==> src/logic/dio_pkg.sv <==
// Purpose: shared constants and types of the debug i/o block
// Assumes: 25 MHz system clock, APB byte addresses in paddr[7:0]
// Notes:   register map, reset values, field positions, serial timing
package dio_pkg;

  // system clock and serial timing
  localparam int unsigned CLK_HZ          = 25_000_000;
  localparam int unsigned SERIAL_BIT_RATE = 115200;
  localparam int unsigned BIT_CYCLES      = CLK_HZ / SERIAL_BIT_RATE;
  localparam logic [7:0]  BIT_CNT_MAX     = 8'(BIT_CYCLES - 1);
  localparam logic [7:0]  HALF_CNT_MAX    = 8'(BIT_CYCLES / 2 - 1);
  localparam logic [3:0]  FRAME_PERIODS   = 4'd10;
  localparam logic [2:0]  LAST_DATA_BIT   = 3'd7;

  // register byte addresses
  localparam logic [7:0] ADDR_BUTTON    = 8'h00;
  localparam logic [7:0] ADDR_INDICATOR = 8'h04;
  localparam logic [7:0] ADDR_PROBE     = 8'h08;
  localparam logic [7:0] ADDR_SERIAL    = 8'h0c;
  localparam logic [7:0] ADDR_SER_STAT  = 8'h10;
  localparam logic [7:0] ADDR_HANDSHAKE = 8'h14;
  localparam logic [7:0] ADDR_USB_PORT  = 8'h18;
  localparam logic [7:0] ADDR_USB_DIR   = 8'h1c;

  // values after reset
  localparam logic [3:0] IND_RST      = 4'h5;
  localparam logic [7:0] PROBE_RST    = 8'h00;
  localparam logic       CLEAR_RST    = 1'b0;
  localparam logic [7:0] USB_DATA_RST = 8'h55;
  localparam logic [7:0] USB_OE_RST   = 8'hff;
  localparam logic [2:0] USB_STRB_RST = 3'h0;
  localparam logic [2:0] BUTTON_IDLE  = 3'h7;

  // field positions
  localparam int unsigned STAT_RX_VALID = 0;
  localparam int unsigned STAT_TX_FULL  = 1;
  localparam int unsigned STAT_TX_BUSY  = 2;
  localparam int unsigned STAT_OVERRUN  = 3;
  localparam int unsigned STAT_FRAMING  = 4;
  localparam int unsigned HS_CLEAR      = 0;
  localparam int unsigned HS_REQUEST    = 1;
  localparam int unsigned USB_STAT_LSB  = 8;
  localparam int unsigned USB_STRB_LSB  = 12;

  // transmit buffer shape
  localparam int unsigned TX_FIFO_W = 8;
  localparam int unsigned TX_FIFO_D = 4;

  typedef enum logic [1:0] {
    RX_IDLE,
    RX_START,
    RX_DATA,
    RX_STOP
  } dio_rx_e;

endpackage : dio_pkg

==> src/logic/dio_sync.sv <==
// Purpose: two-stage synchroniser for a group of pin inputs
// Assumes: inputs are asynchronous to sys_clk_i
// Notes:   first stage feeds only the second stage
`timescale 1ns/1ps
`default_nettype none
module dio_sync #(
  parameter int unsigned   W   = 1,
  parameter logic [W-1:0]  RST = '0
) (
  input  wire logic         sys_clk_i,
  input  wire logic         arst_n_i,
  input  wire logic [W-1:0] async_i,
  output logic      [W-1:0] sync_o
);

  typedef struct packed {
    logic [W-1:0] meta;
    logic [W-1:0] stable;
  } dio_sync_s;

  dio_sync_s s_q;
  dio_sync_s s_d;

  // shift the pin level through two flops
  always_comb begin
    s_d.meta   = async_i;
    s_d.stable = s_q.meta;
  end

  always_ff @(posedge sys_clk_i or negedge arst_n_i) begin
    if (!arst_n_i) begin
      s_q.meta   <= RST;
      s_q.stable <= RST;
    end else begin
      s_q <= s_d;
    end
  end

  assign sync_o = s_q.stable;

endmodule : dio_sync
`default_nettype wire

==> src/logic/dio_fifo.sv <==
// Purpose: small first-in first-out buffer with valid/ready both sides
// Assumes: one clock, width and depth fixed by the instance
// Notes:   full drops in_ready, empty drops out_valid
`timescale 1ns/1ps
`default_nettype none
module dio_fifo #(
  parameter int unsigned W = 8,
  parameter int unsigned D = 4
) (
  input  wire logic         sys_clk_i,
  input  wire logic         arst_n_i,
  input  wire logic         in_valid_i,
  output logic              in_ready_o,
  input  wire logic [W-1:0] in_data_i,
  output logic              out_valid_o,
  input  wire logic         out_ready_i,
  output logic      [W-1:0] out_data_o
);

  localparam int unsigned PW = (D > 1) ? $clog2(D) : 1;
  localparam int unsigned CW = $clog2(D + 1);
  localparam logic [PW-1:0] PTR_LAST = PW'(D - 1);
  localparam logic [CW-1:0] CNT_FULL = CW'(D);

  typedef struct packed {
    logic [D-1:0][W-1:0] mem;
    logic [PW-1:0]       rd;
    logic [PW-1:0]       wr;
    logic [CW-1:0]       cnt;
  } dio_fifo_s;

  dio_fifo_s s_q;
  dio_fifo_s s_d;
  logic      push;
  logic      pop;

  assign in_ready_o  = (s_q.cnt != CNT_FULL);
  assign out_valid_o = (s_q.cnt != '0);
  assign out_data_o  = s_q.mem[s_q.rd];
  assign push        = in_valid_i & in_ready_o;
  assign pop         = out_valid_o & out_ready_i;

  // pointer and count update
  always_comb begin
    s_d = s_q;
    if (push) begin
      s_d.mem[s_q.wr] = in_data_i;
      s_d.wr = (s_q.wr == PTR_LAST) ? '0 : s_q.wr + 1'b1;
    end
    if (pop) begin
      s_d.rd = (s_q.rd == PTR_LAST) ? '0 : s_q.rd + 1'b1;
    end
    if (push && !pop) begin
      s_d.cnt = s_q.cnt + 1'b1;
    end else if (pop && !push) begin
      s_d.cnt = s_q.cnt - 1'b1;
    end
  end

  always_ff @(posedge sys_clk_i or negedge arst_n_i) begin
    if (!arst_n_i) begin
      s_q <= '0;
    end else begin
      s_q <= s_d;
    end
  end

endmodule : dio_fifo
`default_nettype wire

==> src/logic/dio_top.sv <==
// Purpose: debug i/o block: buttons, indicators, probe, serial, usb port
// Assumes: APB slave, 25 MHz clock, async active-low reset
// Notes:   each access phase takes two cycles, tx writes stall when full
//
// Notes on behaviour
// - three button inputs readable separately; low means pressed, high idle.
// - four indicator outputs, each lit when its bit is written zero.
// - indicators reset to one on bits 0 and 2, zero on 1 and 3.
// - serial runs 115200 baud, 8 data, no parity, 1 stop, no flow.
// - serial receive is an input, serial transmit is an output.
// - bridge request read as one input bit; clear output defaults zero.
// - eight-bit probe data bus driven with its own probe clock.
// - fifteen-bit usb port: 8 data, 4 status inputs, 3 strobe outputs.
// - usb data resets to 0x55; status and strobe bits reset to zero.
//
// The address map and register access over APB were left to the implementer.
`timescale 1ns/1ps
`default_nettype none
module dio_top
  import dio_pkg::*;
(
  input  wire logic        sys_clk_i,
  input  wire logic        arst_n_i,
  input  wire logic        psel_i,
  input  wire logic        penable_i,
  input  wire logic        pwrite_i,
  input  wire logic [7:0]  paddr_i,
  input  wire logic [31:0] pwdata_i,
  output logic      [31:0] prdata_o,
  output logic             pready_o,
  output logic             pslverr_o,
  input  wire logic [2:0]  debug_button_in_i,
  output logic      [3:0]  debug_indicator_out_o,
  output logic      [7:0]  probe_data_out_o,
  output logic             probe_clock_out_o,
  input  wire logic        serial_rx_in_i,
  output logic             serial_tx_out_o,
  input  wire logic        bridge_request_in_i,
  output logic             bridge_clear_out_o,
  input  wire logic [7:0]  usb_fifo_data_i,
  output logic      [7:0]  usb_fifo_data_o,
  output logic      [7:0]  usb_fifo_data_oe_o,
  input  wire logic        usb_fifo_tx_space_i,
  input  wire logic        usb_fifo_rx_valid_i,
  input  wire logic        usb_fifo_power_enable_i,
  input  wire logic        usb_fifo_reset_status_i,
  output logic             usb_fifo_read_strobe_o,
  output logic             usb_fifo_write_strobe_o,
  output logic             usb_fifo_send_now_o
);

  typedef struct packed {
    logic [31:0] prdata;
    logic        pready;
    logic        pslverr;
    logic [3:0]  ind;
    logic [7:0]  probe;
    logic        probe_arm;
    logic        probe_clk;
    logic        clear;
    logic [7:0]  usb_out;
    logic [7:0]  usb_oe;
    logic [2:0]  usb_strb;
    logic        tx_line;
    logic [8:0]  tx_shift;
    logic [3:0]  tx_left;
    logic [7:0]  tx_cnt;
    dio_rx_e     rx_state;
    logic [7:0]  rx_cnt;
    logic [2:0]  rx_bit;
    logic [7:0]  rx_shift;
    logic [7:0]  rx_data;
    logic        rx_valid;
    logic        rx_overrun;
    logic        rx_framing;
  } dio_top_s;

  dio_top_s    s_q;
  dio_top_s    s_d;
  logic [2:0]  button_sync;
  logic [1:0]  hs_sync;
  logic [3:0]  usb_stat_sync;
  logic [7:0]  usb_data_sync;
  logic        access;
  logic        wr_tx;
  logic        take;
  logic        fifo_in_ready;
  logic        fifo_out_valid;
  logic        fifo_out_ready;
  logic [7:0]  fifo_out_data;
  logic [31:0] rd_val;
  logic        rd_hit;

  // buttons idle high so they reset high
  dio_sync #(
    .W   (3),
    .RST (BUTTON_IDLE)
  ) u_sync_button (
    .sys_clk_i (sys_clk_i),
    .arst_n_i  (arst_n_i),
    .async_i   (debug_button_in_i),
    .sync_o    (button_sync)
  );

  // serial receive line and bridge request, line idles high
  dio_sync #(
    .W   (2),
    .RST (2'h1)
  ) u_sync_hs (
    .sys_clk_i (sys_clk_i),
    .arst_n_i  (arst_n_i),
    .async_i   ({bridge_request_in_i, serial_rx_in_i}),
    .sync_o    (hs_sync)
  );

  // usb status bits and data bus inputs
  dio_sync #(
    .W   (12),
    .RST (12'h000)
  ) u_sync_usb (
    .sys_clk_i (sys_clk_i),
    .arst_n_i  (arst_n_i),
    .async_i   ({usb_fifo_reset_status_i, usb_fifo_power_enable_i,
                 usb_fifo_rx_valid_i, usb_fifo_tx_space_i,
                 usb_fifo_data_i}),
    .sync_o    ({usb_stat_sync, usb_data_sync})
  );

  // transmit bytes queue here until the shifter is free
  dio_fifo #(
    .W (TX_FIFO_W),
    .D (TX_FIFO_D)
  ) u_tx_fifo (
    .sys_clk_i   (sys_clk_i),
    .arst_n_i    (arst_n_i),
    .in_valid_i  (wr_tx),
    .in_ready_o  (fifo_in_ready),
    .in_data_i   (pwdata_i[7:0]),
    .out_valid_o (fifo_out_valid),
    .out_ready_i (fifo_out_ready),
    .out_data_o  (fifo_out_data)
  );

  // first access cycle is taken; a full buffer holds the write off
  assign access         = psel_i & penable_i & ~s_q.pready;
  assign wr_tx          = access & pwrite_i & (paddr_i == ADDR_SERIAL);
  assign take           = access & ~(wr_tx & ~fifo_in_ready);
  assign fifo_out_ready = (s_q.tx_left == '0);

  // read mux over the register map
  always_comb begin
    rd_val = '0;
    rd_hit = 1'b1;
    case (paddr_i)
      ADDR_BUTTON:    rd_val[2:0] = button_sync;
      ADDR_INDICATOR: rd_val[3:0] = s_q.ind;
      ADDR_PROBE:     rd_val[7:0] = s_q.probe;
      ADDR_SERIAL:    rd_val[7:0] = s_q.rx_data;
      ADDR_SER_STAT: begin
        rd_val[STAT_RX_VALID] = s_q.rx_valid;
        rd_val[STAT_TX_FULL]  = ~fifo_in_ready;
        rd_val[STAT_TX_BUSY]  = fifo_out_valid | (s_q.tx_left != '0);
        rd_val[STAT_OVERRUN]  = s_q.rx_overrun;
        rd_val[STAT_FRAMING]  = s_q.rx_framing;
      end
      ADDR_HANDSHAKE: begin
        rd_val[HS_CLEAR]   = s_q.clear;
        rd_val[HS_REQUEST] = hs_sync[1];
      end
      ADDR_USB_PORT: begin
        rd_val[7:0] = usb_data_sync;
        rd_val[USB_STAT_LSB +: 4] = usb_stat_sync;
        rd_val[USB_STRB_LSB +: 3] = s_q.usb_strb;
      end
      ADDR_USB_DIR:   rd_val[7:0] = s_q.usb_oe;
      default:        rd_hit = 1'b0;
    endcase
  end

  // bus side effects first, hardware events after so a set wins
  always_comb begin
    s_d = s_q;
    s_d.pready    = 1'b0;
    s_d.pslverr   = 1'b0;
    s_d.probe_clk = s_q.probe_arm;
    s_d.probe_arm = 1'b0;
    if (take) begin
      s_d.pready  = 1'b1;
      s_d.pslverr = ~rd_hit;
      s_d.prdata  = pwrite_i ? 32'h0000_0000 : rd_val;
      if (pwrite_i) begin
        case (paddr_i)
          ADDR_INDICATOR: s_d.ind = pwdata_i[3:0];
          ADDR_PROBE: begin
            s_d.probe     = pwdata_i[7:0];
            s_d.probe_arm = 1'b1;
          end
          ADDR_SER_STAT: begin
            if (pwdata_i[STAT_OVERRUN]) s_d.rx_overrun = 1'b0;
            if (pwdata_i[STAT_FRAMING]) s_d.rx_framing = 1'b0;
          end
          ADDR_HANDSHAKE: s_d.clear = pwdata_i[HS_CLEAR];
          ADDR_USB_PORT: begin
            s_d.usb_out  = pwdata_i[7:0];
            s_d.usb_strb = pwdata_i[USB_STRB_LSB +: 3];
          end
          ADDR_USB_DIR:   s_d.usb_oe = pwdata_i[7:0];
          default:        s_d.usb_oe = s_q.usb_oe;
        endcase
      end else if (paddr_i == ADDR_SERIAL) begin
        s_d.rx_valid = 1'b0;
      end
    end

    // transmitter: start, 8 data lsb first, stop, no parity
    if (fifo_out_valid && fifo_out_ready) begin
      s_d.tx_line  = 1'b0;
      s_d.tx_shift = {1'b1, fifo_out_data};
      s_d.tx_left  = FRAME_PERIODS;
      s_d.tx_cnt   = BIT_CNT_MAX;
    end else if (s_q.tx_left != '0) begin
      if (s_q.tx_cnt == '0) begin
        s_d.tx_cnt  = BIT_CNT_MAX;
        s_d.tx_left = s_q.tx_left - 1'b1;
        if (s_q.tx_left != 4'd1) begin
          s_d.tx_line  = s_q.tx_shift[0];
          s_d.tx_shift = {1'b1, s_q.tx_shift[8:1]};
        end
      end else begin
        s_d.tx_cnt = s_q.tx_cnt - 1'b1;
      end
    end

    // receiver samples each bit at its middle
    case (s_q.rx_state)
      RX_IDLE: begin
        if (!hs_sync[0]) begin
          s_d.rx_state = RX_START;
          s_d.rx_cnt   = HALF_CNT_MAX;
        end
      end
      RX_START: begin
        if (s_q.rx_cnt != '0) begin
          s_d.rx_cnt = s_q.rx_cnt - 1'b1;
        end else if (!hs_sync[0]) begin
          s_d.rx_state = RX_DATA;
          s_d.rx_cnt   = BIT_CNT_MAX;
          s_d.rx_bit   = '0;
        end else begin
          s_d.rx_state = RX_IDLE;  // glitch, not a start bit
        end
      end
      RX_DATA: begin
        if (s_q.rx_cnt != '0) begin
          s_d.rx_cnt = s_q.rx_cnt - 1'b1;
        end else begin
          s_d.rx_shift = {hs_sync[0], s_q.rx_shift[7:1]};
          s_d.rx_cnt   = BIT_CNT_MAX;
          s_d.rx_bit   = s_q.rx_bit + 1'b1;
          if (s_q.rx_bit == LAST_DATA_BIT) s_d.rx_state = RX_STOP;
        end
      end
      RX_STOP: begin
        if (s_q.rx_cnt != '0) begin
          s_d.rx_cnt = s_q.rx_cnt - 1'b1;
        end else begin
          s_d.rx_state = RX_IDLE;
          if (hs_sync[0]) begin
            if (s_q.rx_valid) s_d.rx_overrun = 1'b1;
            s_d.rx_data  = s_q.rx_shift;
            s_d.rx_valid = 1'b1;
          end else begin
            s_d.rx_framing = 1'b1;  // stop bit low, byte dropped
          end
        end
      end
      default: s_d.rx_state = RX_IDLE;
    endcase
  end

  // single state register
  always_ff @(posedge sys_clk_i or negedge arst_n_i) begin
    if (!arst_n_i) begin
      s_q          <= '0;
      s_q.ind      <= IND_RST;
      s_q.probe    <= PROBE_RST;
      s_q.clear    <= CLEAR_RST;
      s_q.usb_out  <= USB_DATA_RST;
      s_q.usb_oe   <= USB_OE_RST;
      s_q.usb_strb <= USB_STRB_RST;
      s_q.tx_line  <= 1'b1;
      s_q.rx_state <= RX_IDLE;
    end else begin
      s_q <= s_d;
    end
  end

  // every output straight from the state register
  assign prdata_o                = s_q.prdata;
  assign pready_o                = s_q.pready;
  assign pslverr_o               = s_q.pslverr;
  assign debug_indicator_out_o   = s_q.ind;
  assign probe_data_out_o        = s_q.probe;
  assign probe_clock_out_o       = s_q.probe_clk;
  assign serial_tx_out_o         = s_q.tx_line;
  assign bridge_clear_out_o      = s_q.clear;
  assign usb_fifo_data_o         = s_q.usb_out;
  assign usb_fifo_data_oe_o      = s_q.usb_oe;
  assign usb_fifo_read_strobe_o  = s_q.usb_strb[0];
  assign usb_fifo_write_strobe_o = s_q.usb_strb[1];
  assign usb_fifo_send_now_o     = s_q.usb_strb[2];

endmodule : dio_top
`default_nettype wire

==> config.mk <==
export PLATFORM = sky130hd
export DESIGN_NAME = dio_top
export DESIGN_NICKNAME = d
export VERILOG_FILES = /design/src/logic/dio_pkg.sv /design/src/logic/dio_sync.sv /design/src/logic/dio_fifo.sv /design/src/logic/dio_top.sv
export SDC_FILE = /design/constraint.sdc
export NUM_CORES = 1
export LEC_CHECK = 0
export BUFFER_PORTS_ARGS = -buffer_cell sky130_fd_sc_hd__buf_2
export CORE_MARGIN = 2
export CORE_UTILIZATION = 51
export DETAILED_ROUTE_END_ITERATION = 10
export PLACE_DENSITY = 0.76
export SLEW_MARGIN = 5
export SYNTH_ARGS = -nofsm -noshare
export SYNTH_HDL_FRONTEND = slang
export SYNTH_SLANG_ARGS = --single-unit
==> constraint.sdc <==
create_clock -name sys_clk_i -period 2.65 [get_ports sys_clk_i]
set_clock_uncertainty 0.2 [all_clocks]
set_input_delay 0.265 -clock sys_clk_i [delete_from_list [all_inputs] [get_ports sys_clk_i]]
set_output_delay 0.265 -clock sys_clk_i [all_outputs]
set_load 0.02 [all_outputs]
---- Word-level counts from Yosys, hierarchy flattened ----
Index checks and enable logic that the tools add are counted.
W data, S select, Z words.
word-level totals
  register bits ........................... 178
  input port bits ......................... 62
  output and inout port bits .............. 68
cells by class
  add/sub/neg operators ................... 8
  order comparisons ....................... 3
  eq/ne operators ......................... 23
  multiplexer cells ....................... 52
  bitwise logic cells ..................... 14
  reductions and logical operators ........ 31
operators by type and width
  kind                   count
  $mux W8                6
  $mux W22               2
  $pmux W10 S4           1
  $bwmux W32             1
  $eq A8 B5 Y1 const B   4
  $mux W15               2
  $reduce_and A3 Y1      8
  $mux W11               2
  $mux W10               2
  $mux W2                10
  $mux W3                6
  $bmux W8 S2            1
  $demux W8 S2           1
  $eq A8 B4 Y1 const B   2
  $logic_not A8 Y1       2
  $pmux W2 S8            1
  $sub A8 B1 Y8 const B  2
  $mux W14               1
  $ne A2 B2 Y1 const B   7
  $mux W13               1
  $pmux W3 S4            1
  $reduce_bool A2 Y1     5
  $mux W9                1
  $and A1 B1 Y1          8
  other kinds (32)       54

---- Longest topological paths before layout ----
  depth in word-level cells ............... 12
  depth in mapped cells ................... 12
  mapped depth without buffers ............ 11

---- Cells and area by module ----
Synthesis repeated with hierarchy kept, for this count alone.
unflattened totals
  cell total of the unflattened synthesis .. 633
  area total of the unflattened synthesis .. 8249.2 um2
modules (own cells, without submodules)
  module                     times used  cells an instance  area each (um2)  seq. area each (um2)
  dio_top                    1           484                5584.1           2646.3
  dio_fifo                   1           115                1804.2           975.9
  dio_sync at u_sync_usb     1           24                 600.6            600.6
  dio_sync at u_sync_button  1           6                  157.7            157.7
  dio_sync at u_sync_hs      1           4                  102.6            102.6

---- Worst setup path before layout ----
OpenSTA, ideal clock, no wires.
  path type ............................... register to register
  start ................................... reg s_q, in the netlist pready_o
  end ..................................... reg u_tx_fifo.s_q[2] (netlist name)
  library setup time ...................... 0.079 ns
  arrival ................................. 2.726 ns
  data required time ...................... 2.371 ns
  slack ................................... -0.355 ns
  stages on the path, launching flop included .. 11
  buffers on the path ..................... 0
  clock period less this slack ............ 3.005 ns
  path through ............................ dfrtp_1 > nand4b_1 > or3_2 > or3_4 > inv_1 > ha_1 > inv_1 > fa_1 > xor2_1 > nor2_1 > xor2_1
between the ends
  longest elaborated chain between the ends .. 8
  elaborated cells on any way between the ends .. 10
ends and longest elaborated chain
  element                              line            source
  start: declaration                   dio_top.sv:78   dio_top_s s_q;
  $not A1 Y1 (*)                       dio_top.sv:145  assign access = psel_i & penable_i & ~s_q.pready;
  $and A1 B1 Y1 (*)                    dio_top.sv:145
  $and A1 B1 Y1 (*) (2 in series)      dio_top.sv:146  assign wr_tx = access & pwrite_i & (paddr_i == ADDR_SERIAL);
  $and A1 B1 Y1 (*)                    dio_fifo.sv:40  assign push = in_valid_i & in_ready_o;
  net u_tx_fifo.push                   dio_fifo.sv:34  logic push;
  $logic_not A1 Y1                     dio_fifo.sv:55  end else if (pop && !push) begin
  $logic_and A1 B1 Y1                  dio_fifo.sv:55
  $reduce_bool A2 Y1 (no source line)  --
  end signal: assignment               dio_fifo.sv:62  s_q <= '0;
  end signal: assignment               dio_fifo.sv:64  s_q <= s_d;
  end: declaration                     dio_fifo.sv:32  dio_fifo_s s_q;
Mark *: on every way through the listed nets, which the timed path passes. The rest lies on a longest branch.
A chain may end at the register's enable or synchronous reset.

---- Worst setup path in the final report ----
Same ends and word-level chain as after synthesis.

==> summary.txt <==
Floorplanning
  – Die ar.: 0.0168 mm²
  – Initial core utilization: a little over half
  – FP Rows: 45
  – Core Box Area: roughly 0.015 mm²
  – Die Ht: approximately 130 µm
  – Die outline width: 130 µm
  – I/O pin cnt: between 100 and 150

Timing
  – Min Tclk post-route: between 2 and 3 ns
  – Final slew viol count: 0
  – Unrepaired setup endpoints after global routing: true
  – Slew @ Worst Pin: 0.785 ns
  – Worst relative slew slack: 47.3%
  – Fin worst setup slack: -0.0119 ns
  – Count of final hold-check violations: 0
  – Fin crit share: 100%
  – FMAX: about 380 MHz
  – Final setup fails: 1
  – Setup TNS: -0.0119 ns

Power
  – Leak pwr: around 4.6 nW
  – Int Power: ~4.3 mW
  – Psw: between 1 and 1.5 mW
  – Clk pwr share: approximately 45%
  – VDD IR max: about 0.48 mV
  – Combinational cell fraction of total power: 5.0%
  – Switching Share: between 20% and 30%
  – Sequential fraction of design power: between 50% and 60%
  – Power density cells: 587 mW/mm²
  – Overall power: 5.53 mW

Critical path
  – Critical Path Max Stage Delay: around 0.40 ns
  – Worst setup startpoint: pready_o
  – Setup CP Type: reg2reg
  – Worst R2R Setup Slack: -0.01 ns
  – R2R cell count: 10
  – WP data required: around 2.8 ns
  – Reg-to-Reg Start: pready_o
  – Critical path arrival: approximately 2.8 ns
  – CP Max Fanout: 3
  – CP endpoint kind: flop
  – Reg2Reg Capture Point: u_tx_fifo.s_q[2]
  – Critical-path top delay cell: dfrtp_2
  – Critical-path cell list: nand4b_1, or3_4, or3_4, inv_4, ha_4, inv_2, fa_2, xor2_1, nor2_1, xor2_1
  – Crit-path leading delay family: simple AND/OR/NAND/NOR gates
  – CP bufs+invs: 2
  – CP Launch Type: flop

Route
  – Initial DRC count: roughly 420
  – Routed vias/inst: approximately 5.5
  – Via count: between 5000 and 6000
  – Mean routed wirelength per cell: ~18 µm
  – Post-route ant nets: 0
  – Routed wire length: roughly 17 mm
  – # DRC: 0
  – DRT Pass-1 Iters: 6

Yosys
  – Syn Inst Count: ~640
  – Yosys Warn Count: 0
  – Dominant synthesized flop cell: dfrtp_1
  – Avg Inst Size Synth: about 13 µm²
  – Ys async rst share: between 90% and 100%
  – Post-synthesis sequential area ratio: ~56%
  – Yosys reg bits: 178
  – EDFF count, synth: 0
  – Top post-synthesis cells by area: dfrtp_1 48%, mux2_2 11%, dfstp_2 7.5%, buf_4 5.6%, mux4_2 3.1%
  – Top cell type's share of synthesized area: between 40% and 50%
  – Mapped Area: 0.00804 mm²
  – Dominant cell type by area after synthesis: dfrtp_1
  – Synth cell types: 64

Clock tree
  – Root buffer cell: clkbuf_16
  – Clk buf depth: 2
  – Clk_lat worst skew: around 0.43 ns
  – H-tree Lvls: 4
  – Post-CTS sizing: 0
  – TritonCTS Buffers: 17
  – TritonCTS Sinks: about 180
  – TritonCTS clock tree: built
  – Clock transition at path regs: approximately 0.07 ns

Cells and area
  – FILL cells: approximately 1200
  – Area growth syn-to-layout: 17.2%
  – N_diodes: 0
  – Multi-input logic area: approximately 0.0030 mm²
  – Sequential cell area: between 0.004 and 0.005 mm²
  – Commonest non-fill, non-tap cell in the layout: dfrtp_1
  – Fin nets: 822
  – Layout cells sized above 1: 38.5%
  – Most frequent cells in the layout: 154 x dfrtp_1, 90 x buf_2, 80 x mux2_2, 57 x nand2_1, 31 x buf_4

GRT
  – First-pass GRT wire length: ~28 mm
  – Overall Global Routing Usage: approximately 22%
  – Largest net degree at the start of global routing: 68
  – Vias in the first global route: between 5000 and 6000
  – Initial antenna violation count: 1
  – Total global routing overflow: 0

Min path
  – WHS Path Cells: 2
  – Worst min path class: in2reg
  – Worst-case hold path end point: probe_data_out_o[1]
  – Hold Path Origin: pwdata_i[1]

Job
  – MaxCap Viol Count: 0

Place
  – Pre-CTS setup slack: -0.207 ns
  – Post-DP HPWL: about 12 mm
  – GPL Wtd Cong: between 0.8 and 0.9
  – Port bufs: between 90 and 100

Status
  – Status: finished, violations left
  – Violated checks: setup timing
final cells by class:
cell class,instances,share of cell area [%]
inverters,17,0.704
clock buffers,19,4.70
clock inverters,13,1.55
multi-input cells,383,32.3
flip-flops and latches,178,47.6
well taps,211,2.80
repair buffers,148,10.3
metal layers:
metal | wire (µm) | global-route usage [%] | part of all wire [%] | vias up
met5 | 13 | 0 | 0.075 | -
met4 | 345 | 6.77 | 2.0 | 2
met3 | 1030 | 6.11 | 5.9 | 33
met2 | 8940 | 37.9 | 51 | 183
met1 | 7040 | 26.2 | 41 | 2677
li1 | - | - | - | 2412
timing repair:
action                     CTS  global route
setup endpoints to repair    1             2
pin swaps                    0             1
hold buffers                24             0
setup buffers                0             2
hold endpoints to repair    90             0
power by group through the flow:
stage / clock [mW] / combinational, mW / sequential, mW
final: 2.48 / 0.274 / 2.78
after detailed placement: 0 / 0.247 / 2.83
after global placement: 0 / 0.240 / 2.83
after global routing: 2.66 / 0.301 / 2.78
after CTS: 2.53 / 0.275 / 2.78
after floorplan: 0 / 0.121 / 2.83
flip-flops by register name, summed over array words and instances (netlist names), 8 cells and up, named ones only:
register / cells
u_sync_usb.sync_o: 12
u_tx_fifo.s_q: 39
usb_fifo_data_oe_o: 8
u_sync_usb.s_d: 12
s_q: 52
prdata_o: 15
usb_fifo_data_o: 8
probe_data_out_o: 8
logic make-up after synthesis:
| family | Yosys count | synth area share, % |
|---|---|---|
| flip-flops | 178 | 55.8 |
| AND/OR/NAND/NOR | 145 | 9.34 |
| multiplexers | 107 | 16.5 |
| buffers and inverters | 96 | 7.38 |
| AO/OA/AOI/OAI | 90 | 7.57 |
| adder cells (fa/ha/maj) | 15 | 2.43 |
| XOR/XNOR | 9 | 0.981 |
| other | 1 | 0.0467 |
per-stage QoR:
stage	hold slack [ns]	instance area, µm²	instances	utilization, %
floorplan	-0.231	8120	657	-
global placement	0.0998	8580	911	56.0
detailed placement	0.108	8580	911	56.0
CTS	0.00601	9410	967	61.4
global route	0.0367	9420	969	61.5
finish	0.0229	9420	969	61.5
cell usage after synthesis (3+ instances only):
| cell | number |
|---|---|
| or2_2 | 3 |
| nor4_1 | 6 |
| and3_1 | 3 |
| dfrtp_1 | 155 |
| xor2_1 | 6 |
| nand2_1 | 57 |
| mux2_1 | 3 |
| mux2_2 | 81 |
| a32o_1 | 4 |
| a21o_1 | 3 |
| buf_2 | 6 |
| nand3_1 | 10 |
| nand2_4 | 4 |
| mux2i_1 | 10 |
| ha_1 | 14 |
| a22o_1 | 9 |
| nor2_1 | 23 |
| a21oi_1 | 14 |
| mux4_2 | 11 |
| or3_1 | 7 |
| nor3b_1 | 4 |
| o22ai_1 | 8 |
| dfstp_2 | 23 |
| buf_4 | 60 |
| o21a_1 | 3 |
| clkbuf_1 | 12 |
| o21ai_0 | 18 |
| o22a_1 | 3 |
| a31oi_1 | 13 |
| xnor2_1 | 3 |
| nor3_1 | 9 |
| inv_1 | 17 |
worst register-to-register path, delay by kind of cell (launching register included):
family        cells  cell delay, ns
simple gates      4            1.11
fa+ha+maj         2            0.46
flops             1            0.40
xor+xnor          2            0.31
buf+inv           2            0.10
worst max path at each step:
stage | to | slack, ns | cells past startpoint
after floorplan | u_tx_fifo.s_q[2] | -0.06 | 10
after global placement | u_tx_fifo.s_q[2] | -0.13 | 11
after detailed placement | u_tx_fifo.s_q[2] | -0.21 | 11
after CTS | u_tx_fifo.s_q[2] | -0.03 | 10
after global routing | u_tx_fifo.s_q[2] | -0.11 | 10
final | u_tx_fifo.s_q[2] | -0.01 | 10
(Power assumes the default switching activity.)
